==> config.mk <==
export PLATFORM = sky130hd
export DESIGN_NAME = mdsr_top
export DESIGN_NICKNAME = d
export VERILOG_FILES = /design/src/mdsr_pkg.sv /design/src/mdsr_sync.sv /design/src/mdsr_top.sv
export SDC_FILE = /design/constraint.sdc
export NUM_CORES = 1
export LEC_CHECK = 0
export ABC_AREA = 0
export BUFFER_PORTS_ARGS = -buffer_cell sky130_fd_sc_hd__buf_2
export CAP_MARGIN = 30
export CORE_ASPECT_RATIO = 2
export CORE_UTILIZATION = 46
export CTS_BUF_LIST = sky130_fd_sc_hd__clkbuf_2 sky130_fd_sc_hd__clkbuf_4 sky130_fd_sc_hd__clkbuf_8
export DETAILED_ROUTE_END_ITERATION = 7
export PLACE_DENSITY = 0.69
export SKIP_CTS_REPAIR_TIMING = 1
export SLEW_MARGIN = 40
export SYNTH_ARGS = -nofsm -noshare
export SYNTH_HDL_FRONTEND = slang
export SYNTH_SLANG_ARGS = --single-unit
==> constraint.sdc <==
create_clock -name i_mclk -period 3.4 [get_ports i_mclk]
set_clock_uncertainty 0.1 [all_clocks]
set_input_delay 0.85 -clock i_mclk [delete_from_list [all_inputs] [get_ports i_mclk]]
set_output_delay 0.85 -clock i_mclk [all_outputs]
set_load 0.01 [all_outputs]
==> src/mdsr_pkg.sv <==
// Package for the motor driver status register group
package mdsr_pkg;

  // Register word and address widths
  localparam int MDSR_DW = 16;
  localparam int MDSR_AW = 8;

  // Register offsets (word index)
  localparam logic [7:0] MDSR_OFS_SUMMARY = 8'h00;
  localparam logic [7:0] MDSR_OFS_TEMP = 8'h04;
  localparam logic [7:0] MDSR_OFS_SUPPLY = 8'h05;
  localparam logic [7:0] MDSR_OFS_DRIVER = 8'h06;

  // Reset values
  localparam logic [15:0] MDSR_RST_SUMMARY = 16'h0080;
  localparam logic [15:0] MDSR_RST_TEMP = 16'h0000;
  localparam logic [15:0] MDSR_RST_SUPPLY = 16'h0000;
  localparam logic [15:0] MDSR_RST_DRIVER = 16'h0000;
  localparam logic [15:0] MDSR_ZERO = 16'h0000;

  // Field positions
  localparam int MDSR_B_PARITY = 15;
  localparam int MDSR_B_NVLOAD = 8;
  localparam int MDSR_B_POR = 7;
  localparam int MDSR_B_COMM = 6;
  localparam int MDSR_B_OCP = 5;
  localparam int MDSR_B_UV = 2;
  localparam int MDSR_B_OT = 1;
  localparam int MDSR_B_FAULT = 0;
  localparam int MDSR_B_REG_TSD = 2;
  localparam int MDSR_B_TWARN = 1;
  localparam int MDSR_B_TSD = 0;
  localparam int MDSR_B_SREF_UV = 5;
  localparam int MDSR_B_PUMP_UV = 4;
  localparam int MDSR_B_ROUT_UV = 2;
  localparam int MDSR_B_RIN_UV = 0;

  // Driver word: per-switch overcurrent in the low seven bits except bit 3, others reserved
  localparam int MDSR_DRV_W = 7;
  localparam logic [6:0] MDSR_DRV_MASK = 7'h77;

  // Raw condition inputs from the analog and control sections
  typedef struct packed {
    logic nonvolatile_load_fault;
    logic serial_comm_fault;
    logic thermal_warning;
    logic thermal_shutdown;
    logic regulator_thermal_shutdown;
    logic sense_reference_undervoltage;
    logic pump_undervoltage;
    logic regulator_output_undervoltage;
    logic regulator_input_undervoltage;
    logic [6:0] driver_overcurrent;
  } mdsr_cond_t;

  // Register access port request: read and write strobes, address, write data
  typedef struct packed {
    logic rd;
    logic wr;
    logic [7:0] addr;
    logic [15:0] wdata;
  } mdsr_req_t;

  // Even parity over the low fifteen bits, placed in bit 15
  function automatic logic [15:0] mdsr_with_parity(input logic [15:0] w, input logic en);
    logic [15:0] r;
    r = w;
    r[MDSR_B_PARITY] = en ? (^w[14:0]) : 1'b0;
    return r;
  endfunction

endpackage

==> src/mdsr_sync.sv <==
// Two-stage synchroniser for a bundle of condition levels
`timescale 1ns/1ps
module mdsr_sync #(
  parameter int W = 1
) (
  // Clock and reset
  input wire logic i_mclk,
  input wire logic i_rst_b,
  input wire logic i_ce,
  // Levels
  input wire logic [W-1:0] i_d,
  output logic [W-1:0] o_q
);
  logic [W-1:0] s1_r;
  logic [W-1:0] s1_nxt;
  logic [W-1:0] s2_r;
  logic [W-1:0] s2_nxt;

  // Next values, held while clock enable is low
  always_comb begin
    s1_nxt = i_ce ? i_d : s1_r;
    s2_nxt = i_ce ? s1_r : s2_r;
  end

  // Registers
  always_ff @(posedge i_mclk or negedge i_rst_b) begin
    if (!i_rst_b) begin
      s1_r <= '0;
      s2_r <= '0;
    end else begin
      s1_r <= s1_nxt;
      s2_r <= s2_nxt;
    end
  end

  assign o_q = s2_r;
endmodule

==> src/mdsr_top.sv <==
// Read-only status register group of a three-phase motor driver
`timescale 1ns/1ps

module mdsr_top (
  // Clock, reset, enable
  input wire logic i_mclk,
  input wire logic i_rst_b,
  input wire logic i_ce,
  // Configuration
  input wire logic i_parity_check_enable,
  // Raw conditions from outside the clock domain
  input wire mdsr_pkg::mdsr_cond_t i_cond,
  // Power-on reset clear request, one-cycle pulse from serial logic
  input wire logic i_por_clear,
  // Register access port from the serial frame logic
  input wire mdsr_pkg::mdsr_req_t i_req,
  input wire logic i_load_rd_ptr,
  input wire logic i_load_wr_ptr,
  output logic [15:0] o_rdata,
  output logic o_rvalid,
  output logic [7:0] o_rd_ptr,
  output logic [7:0] o_wr_ptr,
  // Summary outputs
  output logic o_fault
);
  import mdsr_pkg::*;

  localparam int CW = $bits(mdsr_cond_t);

  // Next pointer value, shared by both pointers
  // Wraps past 8'hff back to zero, not at the last offset
  function automatic logic [7:0] ptr_step(input logic [7:0] p);
    return p + 8'h01;
  endfunction

  logic rst_s1_r;
  logic rst_s2_r;
  logic rst_s1_nxt;
  logic rst_s2_nxt;
  logic rst_b;
  mdsr_cond_t cond_s;
  logic pen_s;
  logic [15:0] summary_r;
  logic [15:0] summary_nxt;
  logic [15:0] temp_r;
  logic [15:0] temp_nxt;
  logic [15:0] supply_r;
  logic [15:0] supply_nxt;
  logic [15:0] driver_r;
  logic [15:0] driver_nxt;
  logic por_r;
  logic por_nxt;
  logic [7:0] rd_ptr_r;
  logic [7:0] rd_ptr_nxt;
  logic [7:0] wr_ptr_r;
  logic [7:0] wr_ptr_nxt;
  logic [15:0] rdata_r;
  logic [15:0] rdata_nxt;
  logic rvalid_r;
  logic rvalid_nxt;
  logic [15:0] sel_word;
  logic any_uv;
  logic any_ot;
  logic any_fault;
  logic word_done;

  // Reset release shift: a one walks in behind the pin
  // Not gated by the enable, so reset always ends
  always_comb begin
    rst_s1_nxt = 1'b1;
    rst_s2_nxt = rst_s1_r;
  end

  // Reset release through two flip-flops
  always_ff @(posedge i_mclk or negedge i_rst_b) begin
    if (!i_rst_b) begin
      rst_s1_r <= 1'b0;
      rst_s2_r <= 1'b0;
    end else begin
      rst_s1_r <= rst_s1_nxt;
      rst_s2_r <= rst_s2_nxt;
    end
  end
  assign rst_b = rst_s2_r;

  // Condition and configuration pins synchronised
  mdsr_sync #(.W(CW + 1)) u_sync (
    .i_mclk(i_mclk),
    .i_rst_b(rst_b),
    .i_ce(i_ce),
    .i_d({i_cond, i_parity_check_enable}),
    .o_q({cond_s, pen_s})
  );

  // Summary fault combinations
  always_comb begin
    any_uv = cond_s.pump_undervoltage | cond_s.regulator_output_undervoltage
           | cond_s.regulator_input_undervoltage;
    any_ot = cond_s.thermal_warning | cond_s.thermal_shutdown
           | cond_s.regulator_thermal_shutdown;
    any_fault = any_uv | any_ot | cond_s.nonvolatile_load_fault
              | cond_s.serial_comm_fault | (|cond_s.driver_overcurrent)
              | cond_s.regulator_thermal_shutdown
              | cond_s.sense_reference_undervoltage;
  end

  // A word is taken on an enabled edge with a strobe
  // Both strobes count alike: a write still returns read data
  assign word_done = i_ce && (i_req.rd || i_req.wr);

  // Power-on reset flag: set at reset, cleared on request
  always_comb begin
    por_nxt = por_r;
    if (i_ce && i_por_clear) begin
      por_nxt = 1'b0;
    end
  end

  // Power-on flag register
  // Only reset sets it; the host clears it once seen
  always_ff @(posedge i_mclk or negedge rst_b) begin
    if (!rst_b) begin
      por_r <= 1'b1;
    end else begin
      por_r <= por_nxt;
    end
  end

  // Summary word next value, frozen while disabled
  always_comb begin
    summary_nxt = summary_r;
    if (i_ce) begin
      // Live levels, not sticky, except the held power-on flag; reserved bits stay zero
      summary_nxt = MDSR_ZERO;
      summary_nxt[MDSR_B_NVLOAD] = cond_s.nonvolatile_load_fault;
      summary_nxt[MDSR_B_POR] = por_nxt;
      summary_nxt[MDSR_B_COMM] = cond_s.serial_comm_fault;
      summary_nxt[MDSR_B_OCP] = |cond_s.driver_overcurrent;
      summary_nxt[MDSR_B_UV] = any_uv;
      summary_nxt[MDSR_B_OT] = any_ot;
      summary_nxt[MDSR_B_FAULT] = any_fault;
    end
  end

  // Summary word register
  always_ff @(posedge i_mclk or negedge rst_b) begin
    if (!rst_b) begin
      summary_r <= MDSR_RST_SUMMARY;
    end else begin
      summary_r <= summary_nxt;
    end
  end

  // Temperature word next value
  always_comb begin
    temp_nxt = temp_r;
    if (i_ce) begin
      temp_nxt = MDSR_ZERO;
      temp_nxt[MDSR_B_REG_TSD] = cond_s.regulator_thermal_shutdown;
      temp_nxt[MDSR_B_TWARN] = cond_s.thermal_warning;
      temp_nxt[MDSR_B_TSD] = cond_s.thermal_shutdown;
    end
  end

  // Temperature word register
  always_ff @(posedge i_mclk or negedge rst_b) begin
    if (!rst_b) begin
      temp_r <= MDSR_RST_TEMP;
    end else begin
      temp_r <= temp_nxt;
    end
  end

  // Supply word next value
  always_comb begin
    supply_nxt = supply_r;
    if (i_ce) begin
      // Sense reference undervoltage stays out of the summary UV bit but sets the fault bit
      supply_nxt = MDSR_ZERO;
      supply_nxt[MDSR_B_SREF_UV] = cond_s.sense_reference_undervoltage;
      supply_nxt[MDSR_B_PUMP_UV] = cond_s.pump_undervoltage;
      supply_nxt[MDSR_B_ROUT_UV] = cond_s.regulator_output_undervoltage;
      supply_nxt[MDSR_B_RIN_UV] = cond_s.regulator_input_undervoltage;
    end
  end

  // Supply word register
  always_ff @(posedge i_mclk or negedge rst_b) begin
    if (!rst_b) begin
      supply_r <= MDSR_RST_SUPPLY;
    end else begin
      supply_r <= supply_nxt;
    end
  end

  // Driver word next value
  always_comb begin
    driver_nxt = driver_r;
    if (i_ce) begin
      // Bit 3 stays reserved through the mask
      driver_nxt = MDSR_ZERO;
      driver_nxt[MDSR_DRV_W-1:0] = cond_s.driver_overcurrent & MDSR_DRV_MASK;
    end
  end

  // Driver word register
  always_ff @(posedge i_mclk or negedge rst_b) begin
    if (!rst_b) begin
      driver_r <= MDSR_RST_DRIVER;
    end else begin
      driver_r <= driver_nxt;
    end
  end

  // Word select by read pointer; unlisted offsets read zero
  always_comb begin
    case (rd_ptr_r)
      MDSR_OFS_SUMMARY: sel_word = summary_r;
      MDSR_OFS_TEMP: sel_word = temp_r;
      MDSR_OFS_SUPPLY: sel_word = supply_r;
      MDSR_OFS_DRIVER: sel_word = driver_r;
      default: sel_word = MDSR_ZERO;
    endcase
  end

  // Pointer next values
  always_comb begin
    rd_ptr_nxt = rd_ptr_r;
    wr_ptr_nxt = wr_ptr_r;
    if (i_ce) begin
      // A header load wins over a word on the same pointer
      if (i_load_rd_ptr) begin
        rd_ptr_nxt = i_req.addr;
      end else if (word_done) begin
        rd_ptr_nxt = ptr_step(rd_ptr_r);
      end
      if (i_load_wr_ptr) begin
        wr_ptr_nxt = i_req.addr;
      end else if (word_done) begin
        wr_ptr_nxt = ptr_step(wr_ptr_r);
      end
      // Write data is discarded: all words here are read-only
    end
  end

  // Pointer registers
  always_ff @(posedge i_mclk or negedge rst_b) begin
    if (!rst_b) begin
      rd_ptr_r <= MDSR_OFS_SUMMARY;
      wr_ptr_r <= MDSR_OFS_SUMMARY;
    end else begin
      rd_ptr_r <= rd_ptr_nxt;
      wr_ptr_r <= wr_ptr_nxt;
    end
  end

  // Read data next values: word at the read pointer, parity added
  always_comb begin
    rdata_nxt = rdata_r;
    rvalid_nxt = 1'b0;
    // A header alone returns no word; the pulse lasts one cycle
    if (word_done && !i_load_rd_ptr) begin
      rdata_nxt = mdsr_with_parity(sel_word, pen_s);
      rvalid_nxt = 1'b1;
    end
  end

  // Read data registers
  always_ff @(posedge i_mclk or negedge rst_b) begin
    if (!rst_b) begin
      rdata_r <= MDSR_ZERO;
      rvalid_r <= 1'b0;
    end else begin
      rdata_r <= rdata_nxt;
      rvalid_r <= rvalid_nxt;
    end
  end

  // Outputs
  assign o_rdata = rdata_r;
  assign o_rvalid = rvalid_r;
  assign o_rd_ptr = rd_ptr_r;
  assign o_wr_ptr = wr_ptr_r;
  assign o_fault = summary_r[MDSR_B_FAULT];
endmodule

==> reports/metrics.yaml <==
outcome: "complete, no violations"
synth-seq-cells: 83
grt_use_total_pct: 19.90
cts_num_sinks: 83
drv_slew: 0
detail-route-antenna-nets: 0
criticalPathCategory: "flip-flop to flip-flop"
drt-initial-drc-count: 178
synthArstFlopShare_pct: 100.0
grt-ovfl-total: 0
hold_viol: 0
critical_path_required_ns: 3.59
ys.flop_type: "dfrtp_1"
gp_congestion: 0.8224
area_delta_synth_final_pct: 14.26
nNetsFinal: 452
worst_pin_slew_ns: 0.5865
avgSynthCellArea_um2: 11.16
vias: 2772
hpwl_mm: 5.769
synth_top_family_by_area: "multiplexers"
cts_tree: "built"
grt_max_degree: 44
grt_setup_unrepaired: "no"
start_util_pct: 47.72
yosys.area.top_type: "dfrtp_1"
max-vdd-ir-drop_mv: 0.3154
synth_xor_area_share_pct: 0.8194
routed_wl_mm: 7.781
fin_crit_ns: 2.540
yosys.area_share.adder_pct: 1.639
die-area_um2: 8689
io_buffer_count: 59
route.detailed.drc: 0
numCtsBuffers: 9
syn_area_um2: 3817
synth_top_cell_area_share_pct: 53.10
yosys.cell_types.count: 48
muxShareOfSynthArea_pct: 15.80
layout-drive-gt1-share_pct: 33.67
timing.fmax_ghz: 0.3937
htree_levels: 3
worst-path-max-fanout: 8
power_density_nw_per_um2: 528.9
antenna_found_initial: 0
post-route-period-util_pct: 74.71
grt_pass1_wl_mm: 12.57
setup_tns_ns: 0
ys_seq_area_share_pct: 54.47
die_w_um: 66.42
clockRootBuffer: "clkbuf_8"
rows: 46
vias_per_cell: 5.577
endpoint_kind: "flip-flop"
core_area_um2: 8000
clk_pin_slew_worst_paths_ns: 0.08
post_dp_cell_area_um2: 4183
fp.dieH_um: 130.8
ios: 83
stdcell_area_um2: 4362
arrival_ns: 2.73
synthTopCellsByArea: "dfrtp_1, mux2_2, o21ai_0"
mostFrequentLayoutCells: "dfrtp_1, buf_2, mux2_2, nand2_1, o21ai_0"
timing.hold.ws_ns: 0.1634
cts_buffer_depth: 2
synth.yosys.warnings: 0
synthesis.instances: 342
startpoint_type: "flip-flop"
first_pass_iters: 4
final_common_cell: "dfrtp_1"
cap_violations: 0
n_fill_cell: 718
hold_path.class: "input port to asynchronous set/reset pin"
grt_pass1_vias: 2582
max_slew_margin_pct: 60.54
drt-wirelength-per-cell_um: 15.66
synth_compound_area_share_pct: 11.01
setup_viol: 0
antenna_cells: 0
clkLatencyLatePin_ns: 0.36
p_leak_nw: 1.918
synth-edff-count: 0
yosys.area_share.simple_pct: 12.55
per-stage QoR:
step | util, % | instances | total power (W) | worst slack [ns]
floorplan | - | 348 | 0.001544 | 0.8206
global placement | 52.03 | 482 | 0.001680 | 0.9085
detailed placement | 52.28 | 483 | 0.001705 | 0.8739
CTS | 54.43 | 497 | 0.002338 | 0.8748
global route | 54.52 | 497 | 0.002445 | 0.7355
finish | 54.52 | 497 | 0.002307 | 0.8597
state kept, by name, indices dropped and copies added, names as in the netlist:
name / flops
por_r: 1
supply_r: 4
o_rdata: 9
temp_r: 3
u_sync.o_q: 17
summary_r: 7
driver_r: 6
rst_b: 1
o_wr_ptr: 8
rst_s1_r: 1
o_rd_ptr: 8
o_rvalid: 1
u_sync.s1_r: 17
cell families after synthesis:
family / count (synthesis)
and+or+nand+nor: 97
DFF: 83
AOI/OAI and AO/OA: 71
muxes: 54
buffers and inverters: 28
adders and majority gates: 5
other: 2
xor gates and xnor gates: 2
area by class of cell:
type | instances | area (um^2) | area share (%)
Sequential cell | 83 | 2083 | 47.76
Multi-Input combinational cell | 237 | 1634 | 37.46
Timing Repair Buffer | 63 | 337.8 | 7.745
Clock buffer | 12 | 158.9 | 3.643
Tap cell | 96 | 120.1 | 2.754
Inverter | 4 | 15.01 | 0.3442
Clock inverter | 2 | 12.51 | 0.2869
synth_stat cells (all sizes together), types with 3 or more instances:
| library cell | count |
|---|---|
| dfrtp | 81 |
| mux2 | 50 |
| o21ai | 35 |
| nand2 | 32 |
| nor2 | 19 |
| a21oi | 18 |
| nand3 | 14 |
| buf | 12 |
| clkbuf | 12 |
| nor3 | 8 |
| a31oi | 5 |
| ha | 5 |
| mux2i | 4 |
| nor4 | 4 |
| inv | 3 |
| nand3b | 3 |
| nor4b | 3 |
worst max-delay path: stages, from the launching register on:
cell	delay, ns
dfrtp_1	0.49
inv_1	0.12
ha_1	0.32
and4_1	0.24
a31oi_1	0.29
a32oi_2	0.17
mux2i_1	0.19
or4_1	0.48
nand3_1	0.08
metal layers:
| layer | up-vias | GRT usage [%] | wire length, um |
|---|---|---|---|
| li1 | 1329 | - | - |
| met1 | 1373 | 22.14 | 3052 |
| met2 | 63 | 35.05 | 4334 |
| met3 | 7 | 5.642 | 250 |
| met4 | 0 | 7.885 | 143 |
| met5 | - | 0 | 0 |
path summary, 6_finish.rpt:
| path | from | to | slack, ns | cells past startpoint |
|---|---|---|---|---|
| max | o_rd_ptr[0] | o_rdata[15] | 0.86 | 8 |
| min | i_rst_b | rst_s1_r | 0.16 | 1 |
| max reg2reg | o_rd_ptr[0] | o_rdata[15] | 0.86 | 8 |
| min reg2reg | rst_b | u_sync.s1_r[10] | 0.21 | 0 |
| max in group asynchronous | rst_b | o_rdata[5] | 2.38 | 1 |
| min in group i_mclk | rst_s1_r | rst_b | 0.27 | 0 |
power breakdown:
group	switching (W)	leakage (nW)	internal [W]
Combinational	0.000224	0.842	0.000206
Sequential	0.000133	0.989	0.00112
Clock	0.000323	0.0877	0.000304
(Power assumes the default switching activity.)
